--- config.mk ---
export PLATFORM = sky130hd
export DESIGN_NAME = ifeb_bank
export DESIGN_NICKNAME = d
export VERILOG_FILES = /design/src/ifeb_pkg.sv /design/src/ifeb_bank.sv
export SDC_FILE = /design/constraint.sdc
export NUM_CORES = 1
export LEC_CHECK = 0
export ABC_AREA = 1
export BUFFER_PORTS_ARGS = -buffer_cell sky130_fd_sc_hd__buf_2
export CAP_MARGIN = 25
export CORE_ASPECT_RATIO = 2
export CORE_MARGIN = 2
export CORE_UTILIZATION = 35
export CTS_BUF_LIST = sky130_fd_sc_hd__clkbuf_2
export DETAILED_ROUTE_END_ITERATION = 12
export MAX_ROUTING_LAYER = met4
export PLACE_DENSITY = 0.56
export RECOVER_POWER = 100
export SLEW_MARGIN = 20
export SYNTH_ARGS = -nofsm -noshare
export SYNTH_HDL_FRONTEND = slang
export SYNTH_SLANG_ARGS = --single-unit
--- constraint.sdc ---
create_clock -name clk -period 3.41 [get_ports clk]
set_input_delay 0.1705 -clock clk [delete_from_list [all_inputs] [get_ports clk]]
set_output_delay 0.1705 -clock clk [all_outputs]
set_load 0.01 [all_outputs]
--- src/ifeb_pkg.sv ---
// Constants, field layout and carrier types of the interrupt flag and enable bank
`default_nettype none
package ifeb_pkg;

  // Register indices in special purpose data memory
  localparam int unsigned REG_IDX_W = 3;
  localparam logic [2:0] IDX_EDGE  = 3'h0;
  localparam logic [2:0] IDX_CTRL0 = 3'h1;
  localparam logic [2:0] IDX_CTRL1 = 3'h2;
  localparam logic [2:0] IDX_CTRL2 = 3'h3;
  localparam logic [2:0] IDX_GRP0  = 3'h4;
  localparam logic [2:0] IDX_GRP1  = 3'h5;
  localparam logic [2:0] IDX_GRP2  = 3'h6;

  // Implemented bits; everything else reads zero and ignores writes
  localparam logic [7:0] MASK_EDGE  = 8'h0f;
  localparam logic [7:0] MASK_CTRL0 = 8'h7f;
  localparam logic [7:0] MASK_CTRL1 = 8'hff;
  localparam logic [7:0] MASK_CTRL2 = 8'hff;
  localparam logic [7:0] MASK_GRP0  = 8'h33;
  localparam logic [7:0] MASK_GRP1  = 8'hff;
  localparam logic [7:0] MASK_GRP2  = 8'h33;
  localparam logic [7:0] REG_RESET  = 8'h00;

  // Edge select fields
  localparam int unsigned FIRST_SEL_LSB  = 0;
  localparam int unsigned SECOND_SEL_LSB = 2;
  localparam int unsigned SEL_W          = 2;
  localparam int unsigned SEL_RISE       = 0;
  localparam int unsigned SEL_FALL       = 1;

  // Primary control bits, as positions in {ctrl2, ctrl1, ctrl0}
  localparam int unsigned C1_BASE = 8;
  localparam int unsigned C2_BASE = 16;
  localparam int unsigned C0_GLOBAL_EN = 0;
  localparam int unsigned C0_PIN0_EN   = 1;
  localparam int unsigned C0_CMP_EN    = 2;
  localparam int unsigned C0_GRP0_EN   = 3;
  localparam int unsigned C0_PIN0_F    = 4;
  localparam int unsigned C0_CMP_F     = 5;
  localparam int unsigned C0_GRP0_F    = 6;
  localparam int unsigned C1_GRP1_EN   = C1_BASE + 0;
  localparam int unsigned C1_GRP2_EN   = C1_BASE + 1;
  localparam int unsigned C1_ADC_EN    = C1_BASE + 2;
  localparam int unsigned C1_TB0_EN    = C1_BASE + 3;
  localparam int unsigned C1_GRP1_F    = C1_BASE + 4;
  localparam int unsigned C1_GRP2_F    = C1_BASE + 5;
  localparam int unsigned C1_ADC_F     = C1_BASE + 6;
  localparam int unsigned C1_TB0_F     = C1_BASE + 7;
  localparam int unsigned C2_TB1_EN    = C2_BASE + 0;
  localparam int unsigned C2_PIN1_EN   = C2_BASE + 1;
  localparam int unsigned C2_SIM_EN    = C2_BASE + 2;
  localparam int unsigned C2_UART_EN   = C2_BASE + 3;
  localparam int unsigned C2_TB1_F     = C2_BASE + 4;
  localparam int unsigned C2_PIN1_F    = C2_BASE + 5;
  localparam int unsigned C2_SIM_F     = C2_BASE + 6;
  localparam int unsigned C2_UART_F    = C2_BASE + 7;

  // Group register bits; each enable sits GRP_F2E below its flag
  localparam int unsigned GRP_F2E   = 4;
  localparam int unsigned G0_STA_F  = 5;
  localparam int unsigned G0_STP_F  = 4;
  localparam int unsigned G1_ST1A_F = 7;
  localparam int unsigned G1_ST1P_F = 6;
  localparam int unsigned G1_PTA_F  = 5;
  localparam int unsigned G1_PTP_F  = 4;
  localparam int unsigned G2_EE_F   = 5;
  localparam int unsigned G2_LV_F   = 4;

  // Source vector numbers, lowest number wins
  localparam int unsigned SRC_NUM = 11;
  localparam logic [3:0] VEC_PIN0 = 4'h0;
  localparam logic [3:0] VEC_CMP  = 4'h1;
  localparam logic [3:0] VEC_GRP0 = 4'h2;
  localparam logic [3:0] VEC_GRP1 = 4'h3;
  localparam logic [3:0] VEC_GRP2 = 4'h4;
  localparam logic [3:0] VEC_ADC  = 4'h5;
  localparam logic [3:0] VEC_TB0  = 4'h6;
  localparam logic [3:0] VEC_TB1  = 4'h7;
  localparam logic [3:0] VEC_PIN1 = 4'h8;
  localparam logic [3:0] VEC_SIM  = 4'h9;
  localparam logic [3:0] VEC_UART = 4'ha;

  localparam logic [SRC_NUM-1:0][4:0] SRC_FLAG_POS = {
    5'(C2_UART_F), 5'(C2_SIM_F), 5'(C2_PIN1_F), 5'(C2_TB1_F), 5'(C1_TB0_F), 5'(C1_ADC_F),
    5'(C1_GRP2_F), 5'(C1_GRP1_F), 5'(C0_GRP0_F), 5'(C0_CMP_F), 5'(C0_PIN0_F)};
  localparam logic [SRC_NUM-1:0][4:0] SRC_EN_POS = {
    5'(C2_UART_EN), 5'(C2_SIM_EN), 5'(C2_PIN1_EN), 5'(C2_TB1_EN), 5'(C1_TB0_EN),
    5'(C1_ADC_EN), 5'(C1_GRP2_EN), 5'(C1_GRP1_EN), 5'(C0_GRP0_EN), 5'(C0_CMP_EN),
    5'(C0_PIN0_EN)};

  // One-cycle event pulses from the internal sources
  typedef struct packed {
    logic comparator;
    logic converter;
    logic timebase0;
    logic timebase1;
    logic serial_module;
    logic async_serial;
    logic std_timer0_a;
    logic std_timer0_p;
    logic std_timer1_a;
    logic std_timer1_p;
    logic periodic_timer_a;
    logic periodic_timer_p;
    logic eeprom;
    logic low_voltage;
  } ifeb_evt_s;

  typedef struct packed {
    logic [7:0] edge_select;
    logic [7:0] primary_ctrl_2;
    logic [7:0] primary_ctrl_1;
    logic [7:0] primary_ctrl_0;
    logic [7:0] group_ctrl_0;
    logic [7:0] group_ctrl_1;
    logic [7:0] group_ctrl_2;
    logic [1:0] pin_prev;
    logic       primed;
    logic [7:0] rdata;
    logic       irq_req;
    logic [3:0] irq_vec;
  } ifeb_state_s;

endpackage
`default_nettype wire

--- src/ifeb_bank.sv ---
// Interrupt request flag and enable register bank with vector selection
`default_nettype none
module ifeb_bank (
  // Clock and reset
  input  wire logic              clk,
  input  wire logic              sys_rst,
  // CPU special register port
  input  wire logic [2:0]        sfr_sel,
  input  wire logic              sfr_wr,
  input  wire logic [7:0]        sfr_wdata,
  output logic      [7:0]        sfr_rdata,
  // CPU servicing
  input  wire logic              stack_full,
  input  wire logic              irq_ack,
  output logic                   irq_req,
  output logic      [3:0]        irq_vector,
  // Event sources
  input  wire logic              first_ext_pin,
  input  wire logic              second_ext_pin,
  input  wire ifeb_pkg::ifeb_evt_s evt
);

  ifeb_pkg::ifeb_state_s s_reg;
  ifeb_pkg::ifeb_state_s s_next;
  logic [1:0]            pin_evt;
  logic [23:0]           prim_next;
  logic [23:0]           prim_set;
  logic [23:0]           prim_now;
  logic [7:0]            g0_set;
  logic [7:0]            g1_set;
  logic [7:0]            g2_set;
  logic [2:0]            grp_hit;
  logic [ifeb_pkg::SRC_NUM-1:0] pend;
  logic                  ack_take;

  ////////////////////////////////////////////////////////////////////////
  function automatic logic edge_hit(input logic [1:0] sel, input logic prev,
                                    input logic now);
    edge_hit = (sel[ifeb_pkg::SEL_RISE] & ~prev & now) |
               (sel[ifeb_pkg::SEL_FALL] & prev & ~now);
  endfunction

  // Group fires only on a new member event whose enable is set, so a
  // still-set member flag cannot re-raise the group after servicing
  function automatic logic group_hit(input logic [7:0] gset, input logic [7:0] greg);
    group_hit = |(8'(gset >> ifeb_pkg::GRP_F2E) & greg);
  endfunction

  function automatic logic [3:0] first_pending(input logic [ifeb_pkg::SRC_NUM-1:0] p);
    first_pending = 4'h0;
    for (int i = ifeb_pkg::SRC_NUM - 1; i >= 0; i--) begin
      if (p[i]) begin
        first_pending = 4'(i);
      end
    end
  endfunction

  ////////////////////////////////////////////////////////////////////////
  // Pin edge detect; the first cycle after reset only samples
  for (genvar i = 0; i < 2; i++) begin : g_pin
    localparam int unsigned LSB = (i == 0) ? ifeb_pkg::FIRST_SEL_LSB
                                           : ifeb_pkg::SECOND_SEL_LSB;
    logic now_lvl;
    assign now_lvl    = (i == 0) ? first_ext_pin : second_ext_pin;
    assign pin_evt[i] = s_reg.primed &
      edge_hit(s_reg.edge_select[LSB +: ifeb_pkg::SEL_W], s_reg.pin_prev[i], now_lvl);
  end

  assign ack_take = irq_ack & s_reg.irq_req;
  // Flat view of the primary registers for indexed checks
  assign prim_now = {s_reg.primary_ctrl_2, s_reg.primary_ctrl_1, s_reg.primary_ctrl_0};

  ////////////////////////////////////////////////////////////////////////
  always_comb begin
    s_next = s_reg;
    s_next.pin_prev = {second_ext_pin, first_ext_pin};
    s_next.primed   = 1'b1;

    g0_set = 8'h00;
    g0_set[ifeb_pkg::G0_STA_F]  = evt.std_timer0_a;
    g0_set[ifeb_pkg::G0_STP_F]  = evt.std_timer0_p;
    g1_set = 8'h00;
    g1_set[ifeb_pkg::G1_ST1A_F] = evt.std_timer1_a;
    g1_set[ifeb_pkg::G1_ST1P_F] = evt.std_timer1_p;
    g1_set[ifeb_pkg::G1_PTA_F]  = evt.periodic_timer_a;
    g1_set[ifeb_pkg::G1_PTP_F]  = evt.periodic_timer_p;
    g2_set = 8'h00;
    g2_set[ifeb_pkg::G2_EE_F]   = evt.eeprom;
    g2_set[ifeb_pkg::G2_LV_F]   = evt.low_voltage;
    grp_hit = {group_hit(g2_set, s_reg.group_ctrl_2), group_hit(g1_set, s_reg.group_ctrl_1),
               group_hit(g0_set, s_reg.group_ctrl_0)};

    prim_set = 24'h000000;
    prim_set[ifeb_pkg::C0_PIN0_F] = pin_evt[0];
    prim_set[ifeb_pkg::C0_CMP_F]  = evt.comparator;
    prim_set[ifeb_pkg::C0_GRP0_F] = grp_hit[0];
    prim_set[ifeb_pkg::C1_GRP1_F] = grp_hit[1];
    prim_set[ifeb_pkg::C1_GRP2_F] = grp_hit[2];
    prim_set[ifeb_pkg::C1_ADC_F]  = evt.converter;
    prim_set[ifeb_pkg::C1_TB0_F]  = evt.timebase0;
    prim_set[ifeb_pkg::C2_TB1_F]  = evt.timebase1;
    prim_set[ifeb_pkg::C2_PIN1_F] = pin_evt[1];
    prim_set[ifeb_pkg::C2_SIM_F]  = evt.serial_module;
    prim_set[ifeb_pkg::C2_UART_F] = evt.async_serial;

    prim_next = {s_reg.primary_ctrl_2, s_reg.primary_ctrl_1, s_reg.primary_ctrl_0};
    if (ack_take) begin
      prim_next[ifeb_pkg::SRC_FLAG_POS[s_reg.irq_vec]] = 1'b0;
      prim_next[ifeb_pkg::C0_GLOBAL_EN] = 1'b0;
    end

    if (sfr_wr) begin
      unique case (sfr_sel)
        ifeb_pkg::IDX_EDGE:  s_next.edge_select = sfr_wdata & ifeb_pkg::MASK_EDGE;
        ifeb_pkg::IDX_CTRL0: prim_next[7:0]   = sfr_wdata & ifeb_pkg::MASK_CTRL0;
        ifeb_pkg::IDX_CTRL1: prim_next[15:8]  = sfr_wdata & ifeb_pkg::MASK_CTRL1;
        ifeb_pkg::IDX_CTRL2: prim_next[23:16] = sfr_wdata & ifeb_pkg::MASK_CTRL2;
        ifeb_pkg::IDX_GRP0:  s_next.group_ctrl_0 = sfr_wdata & ifeb_pkg::MASK_GRP0;
        ifeb_pkg::IDX_GRP1:  s_next.group_ctrl_1 = sfr_wdata & ifeb_pkg::MASK_GRP1;
        ifeb_pkg::IDX_GRP2:  s_next.group_ctrl_2 = sfr_wdata & ifeb_pkg::MASK_GRP2;
        default: ;
      endcase
    end

    // Sets applied last so an event is never lost to a clear
    prim_next = prim_next | prim_set;
    s_next.group_ctrl_0 = s_next.group_ctrl_0 | g0_set;
    s_next.group_ctrl_1 = s_next.group_ctrl_1 | g1_set;
    s_next.group_ctrl_2 = s_next.group_ctrl_2 | g2_set;
    {s_next.primary_ctrl_2, s_next.primary_ctrl_1, s_next.primary_ctrl_0} = prim_next;

    for (int i = 0; i < ifeb_pkg::SRC_NUM; i++) begin
      pend[i] = prim_next[ifeb_pkg::SRC_FLAG_POS[i]] &
                prim_next[ifeb_pkg::SRC_EN_POS[i]];
    end
    // Request tracks the registered flags of the same cycle
    s_next.irq_req = prim_next[ifeb_pkg::C0_GLOBAL_EN] & (|pend) & ~stack_full;
    s_next.irq_vec = first_pending(pend);

    unique case (sfr_sel)
      ifeb_pkg::IDX_EDGE:  s_next.rdata = s_reg.edge_select;
      ifeb_pkg::IDX_CTRL0: s_next.rdata = s_reg.primary_ctrl_0;
      ifeb_pkg::IDX_CTRL1: s_next.rdata = s_reg.primary_ctrl_1;
      ifeb_pkg::IDX_CTRL2: s_next.rdata = s_reg.primary_ctrl_2;
      ifeb_pkg::IDX_GRP0:  s_next.rdata = s_reg.group_ctrl_0;
      ifeb_pkg::IDX_GRP1:  s_next.rdata = s_reg.group_ctrl_1;
      ifeb_pkg::IDX_GRP2:  s_next.rdata = s_reg.group_ctrl_2;
      default:             s_next.rdata = ifeb_pkg::REG_RESET;
    endcase
  end

  always_ff @(posedge clk) begin
    if (sys_rst) begin
      s_reg <= '0;
    end else begin
      s_reg <= s_next;
    end
  end

  assign sfr_rdata  = s_reg.rdata;
  assign irq_req    = s_reg.irq_req;
  assign irq_vector = s_reg.irq_vec;

  ////////////////////////////////////////////////////////////////////////
  property p_first_rise;
    @(posedge clk) disable iff (sys_rst)
      (s_reg.primed && s_reg.edge_select[1:0] == 2'h1 && !s_reg.pin_prev[0] && first_ext_pin)
      |=> s_reg.primary_ctrl_0[ifeb_pkg::C0_PIN0_F];
  endproperty
  a_first_rise: assert property (p_first_rise) else $error("first pin rise not flagged");

  property p_second_off;
    @(posedge clk) disable iff (sys_rst)
      (s_reg.edge_select[3:2] == 2'h0 && !(sfr_wr && sfr_sel == ifeb_pkg::IDX_CTRL2))
      |=> !(s_reg.primary_ctrl_2[5] && !$past(s_reg.primary_ctrl_2[5]));
  endproperty
  a_second_off: assert property (p_second_off) else $error("disabled second pin flagged");

  property p_global_gate;
    @(posedge clk) disable iff (sys_rst)
      irq_req |-> s_reg.primary_ctrl_0[ifeb_pkg::C0_GLOBAL_EN];
  endproperty
  a_global_gate: assert property (p_global_gate) else $error("request with global off");

  property p_enable_gate;
    @(posedge clk) disable iff (sys_rst)
      irq_req |-> prim_now[ifeb_pkg::SRC_EN_POS[irq_vector]];
  endproperty
  a_enable_gate: assert property (p_enable_gate) else $error("request from disabled source");

  property p_service_blocks;
    @(posedge clk) disable iff (sys_rst)
      (irq_ack && irq_req) |=> !s_reg.primary_ctrl_0[ifeb_pkg::C0_GLOBAL_EN] && !irq_req;
  endproperty
  a_service_blocks: assert property (p_service_blocks) else $error("global not cleared");

  property p_members_kept;
    @(posedge clk) disable iff (sys_rst)
      (irq_ack && irq_req && irq_vector == ifeb_pkg::VEC_GRP2 && !sfr_wr)
      |=> (s_reg.group_ctrl_2 & $past(s_reg.group_ctrl_2)) == $past(s_reg.group_ctrl_2);
  endproperty
  a_members_kept: assert property (p_members_kept) else $error("member flag lost");

  property p_set_wins;
    @(posedge clk) disable iff (sys_rst)
      (sfr_wr && sfr_sel == ifeb_pkg::IDX_CTRL0 && evt.comparator)
      |=> s_reg.primary_ctrl_0[ifeb_pkg::C0_CMP_F];
  endproperty
  a_set_wins: assert property (p_set_wins) else $error("event lost to clear");

  property p_reserved_zero;
    @(posedge clk) disable iff (sys_rst)
      (s_reg.edge_select & ~ifeb_pkg::MASK_EDGE) == 8'h00 &&
      (s_reg.primary_ctrl_0 & ~ifeb_pkg::MASK_CTRL0) == 8'h00 &&
      (s_reg.group_ctrl_0 & ~ifeb_pkg::MASK_GRP0) == 8'h00 &&
      (s_reg.group_ctrl_2 & ~ifeb_pkg::MASK_GRP2) == 8'h00;
  endproperty
  a_reserved_zero: assert property (p_reserved_zero) else $error("reserved bit set");

  property p_enables_sw_only;
    @(posedge clk) disable iff (sys_rst)
      !sfr_wr |=> $stable(s_reg.primary_ctrl_1[3:0]) && $stable(s_reg.group_ctrl_1[3:0]);
  endproperty
  a_enables_sw_only: assert property (p_enables_sw_only) else $error("enable moved");

  property p_group_feed;
    @(posedge clk) disable iff (sys_rst)
      (evt.eeprom && s_reg.group_ctrl_2[1])
      |=> s_reg.primary_ctrl_1[5] && s_reg.group_ctrl_2[ifeb_pkg::G2_EE_F];
  endproperty
  a_group_feed: assert property (p_group_feed) else $error("group 2 not raised");

endmodule
`default_nettype wire

* Yosys cells after proc, flatten, opt, wreduce, memory -nomap -nowiden
Memory sizes are Yosys's and may differ from the RTL's. Cells that the tools add are included.
Cells by class: $lt $le $gt $ge 3, eq/ne operators 6, multiplexer cells 25, bitwise operators 40, reduce and logical (&&, ||, !) cells 11
Operator list (count):
- $mux 24 | 3
- $pmux 8 s7 | 1
- $mux 8 | 6
- $mux 4 | 11
- $and 1x1->1 | 24
- $and 24x24->24 | 1
- $not 24->24 | 1
- $or 24x24->24 | 1
- $reduce_or 8->1 | 3
- $and 2x8->8 | 2
- $or 8x6->8 | 2
- $mux 14 | 1
- $reduce_or 11->1 | 1
- $eq 3x3->1 const B | 3
- $reduce_or 9->1 | 1
- $and 4x8->8 | 1
- $or 8x8->8 | 1
- $eq 3x2->1 const B | 2
- $lt 5x6->1 const B | 1
- $demux 1 s5 | 1
- $ge 5x1->1 const B | 1
- $lt 4x5->1 const B | 1
- $mux 5 | 1
- $not 1->1 | 5
- other kinds (9) | 10
Word-level totals: bits in registers 68, bits in read-only memories 80, bits of input ports 32, output and inout port bits 13, logic and storage cells 101, memories 1
Memory list:
- (no name shown) | words 16, bits a word 5, rd ports 1, clocked after Yosys merged registers in 0, wr ports 0, line ifeb_bank.sv:108 | prim_next[ifeb_pkg::SRC_FLAG_POS[s_reg.irq_vec]] = 1'b0;

* Depth between registers and ports, before layout
depth after elaboration 25, depth in mapped cells 19

* Worst setup path before layout
No wires, ideal clock.
path kind reg-to-reg, start point reg s_reg, in the netlist irq_vector[0], end point reg s_reg, in the netlist irq_vector[3], setup time 116 ps, arrival time 1870 ps, slack 1424 ps, cell stages (with the launch flop) 16, buffers on the path 0, path through dfxtp_1 > inv_1 > ha_1 > nand2_1 > nand2_1 > nor2_1 > nor2_1 > nand2_1 > o211ai_1 > nand3_1 > inv_1 > or2_2 > nand2_1 > inv_1 > nand3_1 > nor2_1
On the way: cells in the longest elaborated chain, start to end 16, elaborated cells on any way between the ends 30, classes of those cells order compare (2); mux (11); bitwise (14); reduce/logical (2); memory (1)
Ends and longest elaborated chain:
- from (decl) | line ifeb_bank.sv:23 | ifeb_pkg::ifeb_state_s s_reg;
- from (signal assigned) | line ifeb_bank.sv:156 | s_reg <= s_next;
- $mem_v2 16x5 *
- $mux 5 (not written as such) * | line ifeb_bank.sv:108
- $lt 5x6->1 (not written as such) / $ge 5x1->1 (equally long branches) | line ifeb_bank.sv:108
- $logic_and 1x1->1 (not written as such) | line ifeb_bank.sv:108
- $mux 1 (not written as such) | line ifeb_bank.sv:108
- $demux 1 s5 * | line ifeb_bank.sv:108
- $not 24->24 (no line) *
- $and 24x24->24 (no line) *
- $mux 24 * | line ifeb_bank.sv:107 | if (ack_take) begin
- $mux 8 | line ifeb_bank.sv:113 | unique case (sfr_sel)
- $mux 24 * | line ifeb_bank.sv:112 | if (sfr_wr) begin
- $or 24x24->24 * | line ifeb_bank.sv:126 | prim_next = prim_next | prim_set;
- $and 1x1->1 | line ifeb_bank.sv:133 | pend[i] = prim_next[ifeb_pkg::SRC_FLAG_POS[i]] &
- $mux 4 (3 in series) | line ifeb_bank.sv:52 | if (p[i]) begin
Every way passes the cells marked *; elsewhere a longest branch is shown, timed or not. The select of a mux whose other input is x is not followed. A chain may end at the register's enable or synchronous reset.

* Worst setup path in the final report
start point in sfr_sel[2], end point reg s_reg, in the netlist irq_req
On the way: cells in the longest elaborated chain, start to end 8, elaborated cells on any way between the ends 22, classes of those cells eq/ne (3); mux (4); bitwise (14); reduce/logical (1)
Ends and longest elaborated chain:
- from (decl) | line ifeb_bank.sv:8 | input wire logic [2:0] sfr_sel,
- $eq 3x1->1 / $eq 3x2->1 (equally long branches) | line ifeb_bank.sv:113
- $mux 8 | line ifeb_bank.sv:113
- $mux 24 * | line ifeb_bank.sv:112
- $or 24x24->24 * | line ifeb_bank.sv:126
- $and 1x1->1 | line ifeb_bank.sv:133
- $reduce_or 11->1 | line ifeb_bank.sv:137 | s_next.irq_req = prim_next[ifeb_pkg::C0_GLOBAL_EN] & (|pend) & ~stack_full;
- $and 1x1->1 * (2 in series) | line ifeb_bank.sv:137
Every way passes the cells marked *; elsewhere a longest branch is shown, timed or not.

==> results.sh <==
export IMPL_tightest_slew_ns=1.73
export IMPL_rsz0062_at_grt="false"
export IMPL_synth_seq_area_share_pct=38.3
export IMPL_hold_path_class="in2reg"
export IMPL_track_usage_pct=22.3
export IMPL_power_mw=1.33
export IMPL_regToRegStartpoint="irq_vector[0]"
export IMPL_ys_ff_latch=60
export IMPL_synth_warnings=0
export IMPL_max_slew_margin_rel_pct=-15.1
export IMPL_cts_tree="done"
export IMPL_drive_above_1_share_pct=11.7
export IMPL_portBuffers=44
export IMPL_cap_violations=1
export IMPL_core_area_sq_mm=0.00865
export IMPL_post_cts_setup_buffer_count=0
export IMPL_worst_skew_pair_late_latency_ns=0.52
export IMPL_grt_pass1_wl_mm=15.6
export IMPL_clock_fmax_mhz=419
export IMPL_synth_enable_flop_cells=0
export IMPL_rows=48
export IMPL_ir_drop_mv=0.223
export IMPL_dr_total_vias=3037
export IMPL_dieWidth_microns=70.9
export IMPL_fin_skew_ns=0.0188
export IMPL_yosysTopAreaCell="dfxtp_1"
export IMPL_die_y_microns=138
export IMPL_antenna_left=0
export IMPL_placed_cells=556
export IMPL_worstSetupStartpointType="input pin"
export IMPL_cts_sinks=60
export IMPL_dr_first_iter_drc_count=178
export IMPL_violations="capacitance limit, slew limit"
export IMPL_hold_slack_ns=0.0412
export IMPL_fin_tns_setup_ns=0
export IMPL_cts_hold_buf=20
export IMPL_fin_crit_ns=2.39
export IMPL_clockBufferDepth=2
export IMPL_largest_reg_flops=24
export IMPL_p_leak_nw=1.65
export IMPL_endpoint_kind="register"
export IMPL_placed_area_sq_mm=0.00335
export IMPL_report_final_slew_viol_count=38
export IMPL_cp_endpoint="irq_req"
export IMPL_cp_arrival_ns=2.83
export IMPL_synth_ff_type="dfxtp_1"
export IMPL_area_delta_synth_final_pct=12.7
export IMPL_yosysTopAreaCellShare_pct=38.3
export IMPL_layout_cells_non_filler=589
export IMPL_async_reset_ff_share_pct=0
export IMPL_r2r_cells=15
export IMPL_powerDensity_mw_per_mm2=377
export IMPL_drt_pass1_iterations=6
export IMPL_dp_hpwl_mm=7.87
export IMPL_antenna_found_initial=1
export IMPL_overflow=0
export IMPL_gp_congestion=0.992
export IMPL_crit_start="sfr_sel[2]"
export IMPL_wl_mm=10.1
export IMPL_nNetsFinal=527
export IMPL_ioPinCount=45
export IMPL_synth_area_top_cells="dfxtp_1, nand2_1, inv_1"
export IMPL_rrSetupSlack_ns=1.05
export IMPL_path_class="in2reg"
export IMPL_cts_buffers=9
export IMPL_root_buffer="clkbuf_2"
export IMPL_stdcell_area_sq_mm=0.00353
export IMPL_ys_types=48
export IMPL_avgRoutedWirePerCell_microns=17.1
export IMPL_die_area_sq_mm=0.00978
export IMPL_mappedNetlistNets=473
export IMPL_final_setup_viol_count=0
export IMPL_grt_max_degree=38
export IMPL_grt_pass1_vias=3013
export IMPL_start_util_pct=36.3
export IMPL_route_detailed_drc=0
export IMPL_synth_area_sq_mm=0.00314
export IMPL_finalHoldViolations=0
export IMPL_path_max_fanout=11
export IMPL_routed_via_density=5.16
export IMPL_synth_cells=433
export IMPL_timing_final_crit_share_pct=70.0
export IMPL_postCtsResizedCells=0
export IMPL_syn_avg_cell_area_sq_um=7.24
export IMPL_required_ns=3.85
export IMPL_htreeDepth=3
export IMPL_status="finished with violations"
export IMPL_r2r_end="irq_req"
export IMPL_fillCellCount=982
export IMPL_clkTransAtPathRegs_ns=0.16
metrics by stage:
stage / utilization, % / setup WS (ns)
floorplan: - / 1.42
global placement: 38.7 / 1.14
detailed placement: 38.7 / 1.07
CTS: 41.7 / 1.06
global route: 40.9 / 0.766
finish: 40.9 / 1.02
cells in the final DEF, fill, tap and decap left out, drive strengths merged, types with 2 or more instances in the layout:
| cell type | n |
|---|---|
| a21oi | 36 |
| a221oi | 6 |
| a22o | 2 |
| a31oi | 2 |
| a32o | 3 |
| a41oi | 2 |
| buf | 28 |
| clkbuf | 27 |
| clkinv | 2 |
| dfxtp | 60 |
| dlygate4sd3 | 20 |
| ha | 8 |
| inv | 71 |
| mux2i | 2 |
| nand2 | 83 |
| nand3 | 28 |
| nand3b | 2 |
| nor2 | 39 |
| nor3 | 2 |
| o211ai | 6 |
| o21ai | 35 |
| o21bai | 3 |
| o221ai | 2 |
| o22ai | 2 |
| or2 | 8 |
routing by layer:
metal | vias to the layer above | global-route usage (%) | part of all wire [%]
met5 | - | - | 0
met4 | 0 | 15.1 | 6.5
met3 | 38 | 4.94 | 4.5
met2 | 108 | 39.5 | 54
met1 | 1373 | 21.3 | 35
li1 | 1518 | - | -
cells in the mapped netlist (3+ instances only):
library cell  instances
a21oi_1              35
a221oi_1              6
a32o_1                3
buf_4                12
clkbuf_1              7
dfxtp_1              60
ha_1                  8
inv_1                64
inv_2                 6
nand2_1              80
nand3_1              27
nor2_1               33
nor2_4                3
o211ai_1              5
o21ai_0              29
o21ai_1               3
o21ai_2               3
o21bai_1              3
or2_2                 6
logic make-up (layout without fill, tap and decap cells):
group                    Yosys count  count (layout)  synth area share (%)
AO/OA/AOI/OAI                    106             106                  21.0
multiplexers                       3               3                 0.998
buffers and inverters             93             148                  12.9
adder cells (fa/ha/maj)            8               8                  3.19
AND/OR/NAND/NOR                  163             163                  23.6
other                              0               1                     0
flip-flops                        60              60                  38.3
power by group:
part | leakage, nW | internal (mW) | switching [mW]
Combinational | 1.11 | 0.0905 | 0.151
Sequential | 0.492 | 0.737 | 0.0249
Clock | 0.0473 | 0.0845 | 0.246
area by class of cell:
type                       count  area (sq um)  share of cell area [%]
tap                          100           125                    3.54
inverter                      72           273                    7.72
clock buffer                  11          55.1                    1.56
sequential                    60          1200                    34.0
clock inverter                 1          3.75                   0.106
antenna                        1          2.50                  0.0708
timing repair buffer          64           400                    11.3
multi-input combinational    280          1470                    41.7
how the worst min path moves through the flow:
stage	cells past startpoint	start	slack, ns	end
floorplan	2	evt[6]	0.29	s_reg[36]
detailed placement	3	evt[6]	0.40	s_reg[36]
global route	3	sfr_wdata[1]	0.05	s_reg[17]
global placement	3	evt[6]	0.39	s_reg[36]
CTS	6	irq_ack	0.04	prim_now[0]
finish	6	irq_ack	0.04	prim_now[0]
critical path, stage by stage:
cell and delay [ns]:
clkbuf_1 0.22, inv_1 0.36, nand3_1 0.15, nor2_1 0.77, inv_4 0.12, or2_1 0.24
o21ai_0 0.11, inv_1 0.07, nand2_1 0.12, nand2_1 0.09, nor2_1 0.19, nand3_1 0.10
nand2_1 0.07, inv_1 0.05
No activity file was read; power rests on OpenSTA's default activity.
